`src/common/mcrs_pkg.sv`:
```
// shared constants and types for the core register set
package mcrs_pkg;
   // special register direct addresses
   localparam logic [7:0] ADDR_STACK_TOP = 8'h81;
   localparam logic [7:0] ADDR_XBASE_LOW = 8'h82;
   localparam logic [7:0] ADDR_XBASE_HIGH = 8'h83;
   localparam logic [7:0] ADDR_PTR_CONTROL = 8'h85;
   localparam logic [7:0] ADDR_PTR_MODE = 8'h86;
   localparam logic [7:0] ADDR_FLAG_WORD = 8'hD0;
   localparam logic [7:0] ADDR_MAIN_OPERAND = 8'hE0;
   localparam logic [7:0] ADDR_SECOND_OPERAND = 8'hF0;
   localparam logic [7:0] SPECIAL_BASE = 8'h80;
   // reset values
   localparam logic [7:0] RST_STACK_TOP = 8'h07;
   localparam logic [15:0] RST_FETCH = 16'h0000;
   localparam logic [7:0] RST_BYTE = 8'h00;
   localparam logic [1:0] RST_BANK = 2'h0;
   // flag word bit positions
   localparam int FLAG_CARRY = 7;
   localparam int FLAG_HALF = 6;
   localparam int FLAG_USER = 5;
   localparam int FLAG_BANK_HI = 4;
   localparam int FLAG_BANK_LO = 3;
   localparam int FLAG_SIGN = 2;
   localparam int FLAG_PARITY = 0;
   // pointer control: select bit position
   localparam int PTR_SEL_BIT = 0;
   // working register bank geometry
   localparam int BANK_REGS = 8;
   localparam int BANK_COUNT = 4;
   localparam int RAM_WORDS = 256;
   // arithmetic flag operations from the execution logic
   typedef enum logic [2:0] {
      MCRS_OP_NONE,
      MCRS_OP_ADD,
      MCRS_OP_SUB,
      MCRS_OP_MUL,
      MCRS_OP_DIV,
      MCRS_OP_SHIFT,
      MCRS_OP_CLEAR_SIGN
   } mcrs_op_t;
endpackage : mcrs_pkg

```
`src/common/mcrs_alu_if.sv`:
```
// carrier between the register set and its flag arithmetic unit
`timescale 1ns/1ps
`default_nettype none
interface mcrs_alu_if;
   import mcrs_pkg::*;
   mcrs_op_t op;
   logic [7:0] lhs;
   logic [7:0] rhs;
   logic carry_in;
   logic [7:0] b_in;
   logic [7:0] result;
   logic [7:0] result_hi;
   logic carry_out;
   logic half_out;
   logic sign_out;
   logic hi_valid;
   modport core (output op, lhs, rhs, carry_in, b_in,
                 input result, result_hi, carry_out, half_out, sign_out,
                 hi_valid);
   modport unit (input op, lhs, rhs, carry_in, b_in,
                 output result, result_hi, carry_out, half_out, sign_out,
                 hi_valid);
endinterface : mcrs_alu_if
`default_nettype wire

```
`src/mcrs_core_regs.sv`:
```
// programmer-visible core register set with working register banks
`timescale 1ns/1ps
`default_nettype none
// How it works
// - 8-bit stack top: add one before push, subtract one after pop
// - reset loads stack top with 07h so first push lands at 08h
// - 16-bit external data base pointer from low and high bytes
// - 16-bit next fetch counter gives address of next instruction
// - reset forces fetch counter to 0000h
// - 8-bit main operand register takes arithmetic results
// - multiply puts its 16-bit product in second and main operand; divide puts remainder and quotient there
// - 8-bit second operand register usable as temporary storage
// - four banks of eight working registers in RAM 00h to 1Fh
// - two bank select bits pick 00h, 08h, 10h or 18h bank base
// - bank 0 active after reset
// - carry set on carry or borrow, updated by shifts
// - half carry set on carry into or borrow from upper nibble
// - user flag changes only by software writes
// - sign change flag set on sign change, product over 255, divide by 0
// - those ops clear it otherwise; clear instruction clears it
// - parity flag follows odd count of ones in main operand
// - second external data pointer selected by bit 0 of the pointer control register
// - core registers reached only by direct address 80h to FFh
module mcrs_core_regs
   import mcrs_pkg::*;
(
   input wire logic mclk,
   input wire logic rst,
   input wire logic dir_wr,
   input wire logic [7:0] dir_addr,
   input wire logic [7:0] dir_wdata,
   output logic [7:0] dir_rdata,
   input wire logic wreg_wr,
   input wire logic [2:0] wreg_idx,
   input wire logic [7:0] wreg_wdata,
   output logic [7:0] wreg_rdata,
   input wire logic push,
   input wire logic pop,
   input wire logic [7:0] push_data,
   output logic [7:0] pop_data,
   input wire logic fetch_step,
   input wire logic fetch_load,
   input wire logic [15:0] fetch_target,
   output logic [15:0] next_fetch_counter,
   input wire logic [2:0] alu_op,
   input wire logic [7:0] alu_rhs,
   output logic [7:0] main_operand_reg,
   output logic [7:0] second_operand,
   output logic [7:0] core_flag_word,
   output logic [7:0] stack_top_pointer,
   output logic [15:0] xdata_base_pointer
);
   logic [7:0] ram_q [RAM_WORDS];
   logic [7:0] sp_q;
   logic [7:0] sp_d;
   logic [15:0] ptr0_q;
   logic [15:0] ptr1_q;
   logic [7:0] ptr_ctl_q;
   logic [7:0] ptr_mode_q;
   logic [15:0] pc_q;
   logic [7:0] acc_q;
   logic [7:0] acc_d;
   logic [7:0] b_q;
   logic [7:0] b_d;
   logic [7:0] flags_q;
   logic [7:0] flags_d;
   logic [7:0] rd_q;
   logic [7:0] wr_q;
   mcrs_alu_if alu_bus ();

   mcrs_flag_alu u_alu (
      .alu (alu_bus.unit)
   );

   // maps a working register index onto the active bank in RAM
   function automatic logic [7:0] bank_addr(input logic [1:0] bank,
                                            input logic [2:0] idx);
      bank_addr = {3'h0, bank, idx};
   endfunction : bank_addr

   function automatic logic is_special(input logic [7:0] addr);
      is_special = (addr >= SPECIAL_BASE);
   endfunction : is_special

   wire [1:0] bank_sel;
   wire [7:0] wreg_addr;
   wire mcrs_op_t op_in;
   wire sel_second;
   wire dir_special;
   wire wr_sp;
   wire wr_dpl;
   wire wr_dph;
   wire wr_ctl;
   wire wr_mode;
   wire wr_psw;
   wire wr_acc;
   wire wr_b;
   wire wr_ram;
   wire [15:0] active_ptr;
   wire parity;
   wire arith_op;
   wire [7:0] sp_push;

   assign bank_sel = {flags_q[FLAG_BANK_HI], flags_q[FLAG_BANK_LO]};
   assign wreg_addr = bank_addr(bank_sel, wreg_idx);
   assign op_in = mcrs_op_t'(alu_op);
   assign sel_second = ptr_ctl_q[PTR_SEL_BIT];
   assign active_ptr = sel_second ? ptr1_q : ptr0_q;
   assign dir_special = is_special(dir_addr);
   // core registers decode only in the direct special range
   assign wr_sp = dir_wr && dir_special && dir_addr == ADDR_STACK_TOP;
   assign wr_dpl = dir_wr && dir_special && dir_addr == ADDR_XBASE_LOW;
   assign wr_dph = dir_wr && dir_special && dir_addr == ADDR_XBASE_HIGH;
   assign wr_ctl = dir_wr && dir_special && dir_addr == ADDR_PTR_CONTROL;
   assign wr_mode = dir_wr && dir_special && dir_addr == ADDR_PTR_MODE;
   assign wr_psw = dir_wr && dir_special && dir_addr == ADDR_FLAG_WORD;
   assign wr_acc = dir_wr && dir_special && dir_addr == ADDR_MAIN_OPERAND;
   assign wr_b = dir_wr && dir_special && dir_addr == ADDR_SECOND_OPERAND;
   assign wr_ram = dir_wr && !dir_special;
   assign parity = ^acc_q;
   assign arith_op = (op_in == MCRS_OP_ADD) || (op_in == MCRS_OP_SUB)
                     || (op_in == MCRS_OP_MUL) || (op_in == MCRS_OP_DIV);
   assign sp_push = sp_q + 8'h01;

   assign alu_bus.op = op_in;
   assign alu_bus.lhs = acc_q;
   assign alu_bus.rhs = alu_rhs;
   assign alu_bus.carry_in = flags_q[FLAG_CARRY];
   assign alu_bus.b_in = b_q;

   // stack top: increment before a push, decrement after a pop
   always_comb
   begin
      sp_d = sp_q;
      if (wr_sp)
         sp_d = dir_wdata;
      else if (push)
         sp_d = sp_push;
      else if (pop)
         sp_d = sp_q - 8'h01;
   end

   always_comb
   begin
      acc_d = acc_q;
      b_d = b_q;
      if (op_in != MCRS_OP_NONE && op_in != MCRS_OP_CLEAR_SIGN)
         acc_d = alu_bus.result;
      else if (wr_acc)
         acc_d = dir_wdata;
      if (alu_bus.hi_valid)
         b_d = alu_bus.result_hi;
      else if (wr_b)
         b_d = dir_wdata;
   end

   always_comb
   begin
      flags_d = flags_q;
      if (wr_psw)
         flags_d = dir_wdata;
      if (op_in == MCRS_OP_ADD || op_in == MCRS_OP_SUB)
      begin
         flags_d[FLAG_CARRY] = alu_bus.carry_out;
         flags_d[FLAG_HALF] = alu_bus.half_out;
      end
      if (op_in == MCRS_OP_MUL || op_in == MCRS_OP_DIV)
         flags_d[FLAG_CARRY] = 1'b0;
      if (op_in == MCRS_OP_SHIFT)
         flags_d[FLAG_CARRY] = alu_bus.carry_out;
      if (arith_op)
         flags_d[FLAG_SIGN] = alu_bus.sign_out;
      if (op_in == MCRS_OP_CLEAR_SIGN)
         flags_d[FLAG_SIGN] = 1'b0;
      // parity is never stored from a write, it is rebuilt from acc
      flags_d[FLAG_PARITY] = ^acc_d;
   end

   always_comb
   begin
      rd_q = 8'h00;
      unique case (dir_addr)
         ADDR_STACK_TOP: rd_q = sp_q;
         ADDR_XBASE_LOW: rd_q = active_ptr[7:0];
         ADDR_XBASE_HIGH: rd_q = active_ptr[15:8];
         ADDR_PTR_CONTROL: rd_q = ptr_ctl_q;
         ADDR_PTR_MODE: rd_q = ptr_mode_q;
         ADDR_FLAG_WORD: rd_q = {flags_q[7:1], parity};
         ADDR_MAIN_OPERAND: rd_q = acc_q;
         ADDR_SECOND_OPERAND: rd_q = b_q;
         default: rd_q = dir_special ? 8'h00 : ram_q[dir_addr];
      endcase
   end

   assign wr_q = wreg_addr;

   always_ff @(posedge mclk or posedge rst)
   begin
      if (rst)
      begin
         sp_q <= RST_STACK_TOP;
         pc_q <= RST_FETCH;
         acc_q <= RST_BYTE;
         b_q <= RST_BYTE;
         flags_q <= RST_BYTE;
         ptr_ctl_q <= RST_BYTE;
         ptr_mode_q <= RST_BYTE;
      end
      else
      begin
         sp_q <= sp_d;
         acc_q <= acc_d;
         b_q <= b_d;
         flags_q <= flags_d;
         if (wr_ctl)
            ptr_ctl_q <= dir_wdata;
         if (wr_mode)
            ptr_mode_q <= dir_wdata;
         if (fetch_load)
            pc_q <= fetch_target;
         else if (fetch_step)
            pc_q <= pc_q + 16'h0001;
      end
   end

   always_ff @(posedge mclk or posedge rst)
   begin
      if (rst)
      begin
         ptr0_q <= {RST_BYTE, RST_BYTE};
         ptr1_q <= {RST_BYTE, RST_BYTE};
      end
      else
      begin
         // direct writes land in whichever pointer is selected
         if (wr_dpl && !sel_second)
            ptr0_q[7:0] <= dir_wdata;
         if (wr_dph && !sel_second)
            ptr0_q[15:8] <= dir_wdata;
         if (wr_dpl && sel_second)
            ptr1_q[7:0] <= dir_wdata;
         if (wr_dph && sel_second)
            ptr1_q[15:8] <= dir_wdata;
      end
   end

   // one shared array backs working registers, direct RAM and stack
   always_ff @(posedge mclk)
   begin
      if (wreg_wr)
         ram_q[wr_q] <= wreg_wdata;
      else if (wr_ram)
         ram_q[dir_addr] <= dir_wdata;
      else if (push)
         ram_q[sp_push] <= push_data;
   end

   always_ff @(posedge mclk or posedge rst)
   begin
      if (rst)
      begin
         dir_rdata <= RST_BYTE;
         wreg_rdata <= RST_BYTE;
         pop_data <= RST_BYTE;
      end
      else
      begin
         dir_rdata <= rd_q;
         wreg_rdata <= ram_q[wreg_addr];
         // popped byte holds until the next pop so a slow reader still sees it
         pop_data <= pop ? ram_q[sp_q] : pop_data;
      end
   end

   always_ff @(posedge mclk or posedge rst)
   begin
      if (rst)
      begin
         next_fetch_counter <= RST_FETCH;
         main_operand_reg <= RST_BYTE;
         second_operand <= RST_BYTE;
         core_flag_word <= RST_BYTE;
         stack_top_pointer <= RST_STACK_TOP;
         xdata_base_pointer <= {RST_BYTE, RST_BYTE};
      end
      else
      begin
         next_fetch_counter <= fetch_load ? fetch_target
                               : (fetch_step ? pc_q + 16'h0001 : pc_q);
         main_operand_reg <= acc_d;
         second_operand <= b_d;
         core_flag_word <= flags_d;
         stack_top_pointer <= sp_d;
         // taken from the stored pointers: trails a byte write by one cycle
         xdata_base_pointer <= active_ptr;
      end
   end

   chk_stack_push_step:
   assert property (@(posedge mclk) disable iff (rst)
      (push && !pop && !wr_sp) |=> (sp_q == $past(sp_q) + 8'h01))
   else $error("stack top did not step up on push");

   chk_stack_pop_step:
   assert property (@(posedge mclk) disable iff (rst)
      (pop && !push && !wr_sp) |=> (sp_q == $past(sp_q) - 8'h01))
   else $error("stack top did not step down on pop");

   chk_parity_follow:
   assert property (@(posedge mclk) disable iff (rst)
      core_flag_word[FLAG_PARITY] == ^main_operand_reg)
   else $error("parity flag does not match main operand");

   chk_fetch_step_up:
   assert property (@(posedge mclk) disable iff (rst)
      (fetch_step && !fetch_load) |=> (pc_q == $past(pc_q) + 16'h0001))
   else $error("fetch counter did not advance");

   chk_sign_clear_op:
   assert property (@(posedge mclk) disable iff (rst)
      (op_in == MCRS_OP_CLEAR_SIGN) |=> !flags_q[FLAG_SIGN])
   else $error("clear instruction left sign change flag set");

   chk_mul_sign_set:
   assert property (@(posedge mclk) disable iff (rst)
      (op_in == MCRS_OP_MUL && (acc_q * b_q) > 16'd255)
      |=> flags_q[FLAG_SIGN])
   else $error("product over 255 did not set sign change flag");

   chk_bank_map_base:
   assert property (@(posedge mclk) disable iff (rst)
      wreg_addr[7:3] == {3'h0, bank_sel})
   else $error("working register left the active bank");

   chk_user_flag_hold:
   assert property (@(posedge mclk) disable iff (rst)
      !wr_psw |=> $stable(flags_q[FLAG_USER]))
   else $error("user flag changed without software write");
endmodule : mcrs_core_regs
`default_nettype wire

```
`src/mcrs_flag_alu.sv`:
```
// combinational arithmetic producing results and status flags
`timescale 1ns/1ps
`default_nettype none
module mcrs_flag_alu
   import mcrs_pkg::*;
(
   mcrs_alu_if.unit alu
);
   wire [8:0] add_sum;
   wire [4:0] add_nib;
   wire [8:0] sub_dif;
   wire [4:0] sub_nib;
   wire [15:0] prod;
   wire div_zero;
   wire [7:0] quot;
   wire [7:0] remd;
   assign add_sum = {1'b0, alu.lhs} + {1'b0, alu.rhs} + {8'h00, alu.carry_in};
   assign add_nib = {1'b0, alu.lhs[3:0]} + {1'b0, alu.rhs[3:0]}
                    + {4'h0, alu.carry_in};
   assign sub_dif = {1'b0, alu.lhs} - {1'b0, alu.rhs} - {8'h00, alu.carry_in};
   assign sub_nib = {1'b0, alu.lhs[3:0]} - {1'b0, alu.rhs[3:0]}
                    - {4'h0, alu.carry_in};
   // operands for multiply and divide are main and second operand
   assign prod = alu.lhs * alu.b_in;
   assign div_zero = (alu.b_in == 8'h00);
   assign quot = div_zero ? 8'hFF : alu.lhs / alu.b_in;
   assign remd = div_zero ? 8'hFF : alu.lhs % alu.b_in;

   always_comb
   begin
      alu.result = alu.lhs;
      alu.result_hi = alu.b_in;
      alu.carry_out = 1'b0;
      alu.half_out = 1'b0;
      alu.sign_out = 1'b0;
      alu.hi_valid = 1'b0;
      unique case (alu.op)
         MCRS_OP_ADD:
         begin
            alu.result = add_sum[7:0];
            alu.carry_out = add_sum[8];
            alu.half_out = add_nib[4];
            alu.sign_out = (alu.lhs[7] == alu.rhs[7])
                           && (add_sum[7] != alu.lhs[7]);
         end
         MCRS_OP_SUB:
         begin
            alu.result = sub_dif[7:0];
            alu.carry_out = sub_dif[8];
            alu.half_out = sub_nib[4];
            alu.sign_out = (alu.lhs[7] != alu.rhs[7])
                           && (sub_dif[7] != alu.lhs[7]);
         end
         MCRS_OP_MUL:
         begin
            alu.result = prod[7:0];
            alu.result_hi = prod[15:8];
            alu.hi_valid = 1'b1;
            alu.sign_out = (prod[15:8] != 8'h00);
         end
         MCRS_OP_DIV:
         begin
            alu.result = quot;
            alu.result_hi = remd;
            alu.hi_valid = 1'b1;
            alu.sign_out = div_zero;
         end
         MCRS_OP_SHIFT:
         begin
            // rotate left through carry
            alu.result = {alu.lhs[6:0], alu.carry_in};
            alu.carry_out = alu.lhs[7];
         end
         MCRS_OP_NONE, MCRS_OP_CLEAR_SIGN:
         begin
            alu.result = alu.lhs;
         end
         default:
         begin
            alu.result = alu.lhs;
         end
      endcase
   end
endmodule : mcrs_flag_alu
`default_nettype wire

```
`config.mk`:
```
export PLATFORM = sky130hd
export DESIGN_NAME = mcrs_core_regs
export DESIGN_NICKNAME = d
export VERILOG_FILES = /design/src/common/mcrs_pkg.sv /design/src/common/mcrs_alu_if.sv /design/src/mcrs_core_regs.sv /design/src/mcrs_flag_alu.sv
export SDC_FILE = /design/constraint.sdc
export NUM_CORES = 2
export LEC_CHECK = 0
export BUFFER_PORTS_ARGS = -buffer_cell sky130_fd_sc_hd__buf_2
export CAP_MARGIN = 20
export CELL_PAD_IN_SITES_DETAIL_PLACEMENT = 2
export CELL_PAD_IN_SITES_GLOBAL_PLACEMENT = 2
export CORE_MARGIN = 3
export CORE_UTILIZATION = 45
export CTS_CLUSTER_SIZE = 20
export DETAILED_ROUTE_END_ITERATION = 10
export MAX_ROUTING_LAYER = met4
export PLACE_DENSITY = 0.79
export SYNTH_ARGS = -nofsm -noshare
export SYNTH_HDL_FRONTEND = slang
export SYNTH_SLANG_ARGS = --single-unit
```
`constraint.sdc`:
```
create_clock -name mclk -period 11.1 [get_ports mclk]
set_input_delay 2.775 -clock mclk [delete_from_list [all_inputs] [get_ports mclk]]
set_output_delay 2.775 -clock mclk [all_outputs]
set_load 0.02 [all_outputs]
```
==> impl_metrics.env <==
export IMPL_grt_use_met3_pct=4.492
export IMPL_syn_inst=5201
export IMPL_critPathMostFrequentCell="o21a_1"
export IMPL_critPathMaxStageDelay_ns=0.39
export IMPL_power_density_mw_per_mm2=277.8
export IMPL_postLayoutCoreUtil_pct=51.03
export IMPL_synth_edf_count=2048
export IMPL_cts_buffers=223
export IMPL_holdWs_ns=0.5055
export IMPL_use_met1_pct=40.66
export IMPL_worst_setup_path_start_kind="flip-flop"
export IMPL_n_fill_cell=19100
export IMPL_place_congestion=0.8621
export IMPL_wl_per_cell_um=41.65
export IMPL_routed_via_density=6.803
export IMPL_hp_class="reg2reg"
export IMPL_worstSetupPathType="reg2reg"
export IMPL_vias=58700
export IMPL_dp_cells=8158
export IMPL_place_area_mm2=0.1056
export IMPL_drive_above_1_share_pct=34.47
export IMPL_cts_num_sinks=2184
export IMPL_ys_flop_type="edfxtp_1"
export IMPL_dr_pass1_iters=6
export IMPL_min_path_cells=1
export IMPL_syn_to_final_growth_pct=12.54
export IMPL_cp_end_kind="flip-flop"
export IMPL_fin_worst_skew_ns=0.05172
export IMPL_hold_start="ptr1_q[1]"
export IMPL_io_buffers=157
export IMPL_io_pins=158
export IMPL_drc_errors=0
export IMPL_synth_seq_cells=2184
export IMPL_clock_root_buffer="clkbuf_16"
export IMPL_yosysWarnings=0
export IMPL_grt_most_used_layer="met2"
export IMPL_worst_slew_pin_slew_ns=1.334
export IMPL_tns_ns=0
export IMPL_power_leakage_nw=36.87
export IMPL_status="finished clean"
export IMPL_fin_crit_sh_pct=97.66
export IMPL_dpl_hpwl_um=221100
export IMPL_grt_pass1_vias=62160
export IMPL_cts_tree="built"
export IMPL_first_iter_violations=8413
export IMPL_grtUsageMet2_pct=52.13
export IMPL_finalNonFillerCells=8628
export IMPL_drt_wl_total_um=359300
export IMPL_nets=5661
export IMPL_setup_viol_count_final=0
export IMPL_cts_max_path_buffers=3
export IMPL_h_tree_depth=4
export IMPL_grtUsageTotal_pct=32.02
export IMPL_cp_max_fo=4
export IMPL_ys_seq_area_share_pct=64.27
export IMPL_ys_async_sr_fraction_pct=6.227
export IMPL_clk_pin_slew_worst_paths_ns=0.07
export IMPL_stdcell_area_mm2=0.1137
export IMPL_maxCapViolCount=0
export IMPL_largest_register_ffs=2048
export IMPL_antenna_found_initial=21
export IMPL_synth_top_area_share_pct=60.89
export IMPL_core_area_mm2=0.2227
export IMPL_grt_overflow_total=0
export IMPL_reg2reg_from="second_operand[4]"
export IMPL_dp_slack_ns=-0.3336
export IMPL_clock_fmax_ghz=0.09225
export IMPL_worstPathArrival_ns=11.60
export IMPL_grt_start_max_net_pins=226
export IMPL_crit_path_start="second_operand[4]"
export IMPL_synth_distinct_cells=87
export IMPL_die_w_um=479.7
export IMPL_syn_nets=5417
export IMPL_die_area_mm2=0.2302
export IMPL_finalCriticalPeriod_ns=10.84
export IMPL_ir_drop_v=0.0003603
export IMPL_syn_cell_area_mm2=0.1010
export IMPL_r2r_cells=49
export IMPL_top_register="ram_q"
export IMPL_slew_headroom_pct=11.05
export IMPL_synth_top_area_cell="edfxtp_1"
export IMPL_grt_pass1_wl_um=506800
export IMPL_fin_ws_ns=0.2599
export IMPL_hold_violations=0
export IMPL_antenna_left=0
export IMPL_avgSynthCellArea_um2=19.42
export IMPL_cp_required_ns=11.86
export IMPL_clk_latency_ns=0.92
export IMPL_maxSlewViolCount=0
export IMPL_total_power_mw=31.57
export IMPL_ys_top_cells_by_area="edfxtp_1, mux4_2, dfrtp_1"
export IMPL_die_h_um=479.7
export IMPL_rows=173
export IMPL_initial_core_util_pct=45.34
export IMPL_cp_slowest_cell="dfrtp_1"
==> critical path, delay by kind of cell (launching register included) <==
family | cells | cell delay, ns
compound gates | 20 | 4.08
simple gates | 10 | 1.94
fa+ha+maj | 7 | 1.83
mux | 3 | 0.90
xor+xnor | 4 | 0.84
buf+inv | 5 | 0.74
flops | 1 | 0.39
==> metal layers <==
layer / vias up / share of wire, %
met5: - / 0
met4: 0 / 4.7
met3: 752 / 7.8
met2: 3534 / 51
met1: 32170 / 37
li1: 22250 / -
==> placed cells by master (no fill, tap or decap), drive strengths merged, types with 13 or more instances in the layout <==
cell and count:
edfxtp 2048, mux4 1060, nor2 372, buf 371, clkbuf 295, nand2 216
dfrtp 133, ha 105, inv 101, clkinv 95, o21ai 90, mux2 89
a21oi 74, mux2i 69, xnor2 46, fa 41, nor3 32, nand3 26
a22oi 26, xor2 24, o21a 23, nor2b 22, diode 19, bufinv 17
o22ai 15, nand2b 14, a211oi 14, or3 14, a31oi 13
==> logic make-up (layout without fill, tap and decap cells) <==
group / after synthesis / count (layout) / share of synthesized area (%)
other cells: 0 / 19 / 0
mux: 1218 / 1218 / 25.31
flops: 2184 / 2184 / 64.27
compound gates: 361 / 361 / 2.376
simple gates: 768 / 768 / 3.310
buf+inv: 453 / 886 / 1.988
fa+ha+maj: 146 / 146 / 2.114
xor+xnor: 71 / 71 / 0.6294
==> where the power goes <==
part           internal [mW]  switching (mW)  total, mW
logic                   6.18            8.11       14.3
registers               9.28           0.321       9.60
clock network           4.22            3.47       7.69
total                   19.7            11.9       31.6
==> area by class of cell <==
class / count / area, um2 / area share [%]
Clock inverter: 120 / 1194 / 1.050
Multi-Input combinational cell: 2564 / 34600 / 30.45
Antenna cell: 19 / 47.55 / 0.04183
Inverter: 100 / 380.4 / 0.3347
Clock buffer: 294 / 6022 / 5.299
Timing Repair Buffer: 372 / 2754 / 2.423
Sequential cell: 2184 / 64930 / 57.13
Tap cell: 2975 / 3722 / 3.275
==> final timing paths <==
| check | endpoint | slack, ns |
|---|---|---|
| max in group asynchronous | wreg_rdata[5] | 7.46 |
| min | ptr1_q[1] | 0.51 |
| min in group asynchronous | next_fetch_counter[11] | 2.06 |
| min reg2reg | ptr1_q[1] | 0.51 |
| max reg2reg | core_flag_word[0] | 0.26 |
| max | core_flag_word[0] | 0.26 |
==> synthesized netlist by cell type, types with 8 or more instances <==
cell	n
a211oi_1	14
a21o_1	8
a21oi_1	74
a22oi_1	26
a31oi_1	13
and2_1	8
and3_1	12
buf_1	47
buf_2	84
buf_4	12
buf_6	21
clkbuf_1	189
dfrtp_1	133
edfxtp_1	2048
fa_1	41
ha_1	105
inv_1	96
mux2_2	89
mux2i_1	69
mux4_2	1060
nand2_1	216
nand2b_1	14
nand3_1	26
nand4_1	12
nor2_1	372
nor2b_1	22
nor3_1	32
o2111ai_1	9
o21a_1	23
o21ai_0	88
o221ai_1	9
o22ai_1	15
o31ai_1	10
or3_1	14
xnor2_1	46
xor2_1	24
==> timing repair <==
item,4_1_cts,5_1_grt
setup buffers,1,17
hold endpoints to repair,0,0
gates resized for setup,20,61
endpoints found under the setup margin,9,10
hold buffers,0,0
pin swaps,2,25
No activity file was read; power rests on OpenSTA's default activity.
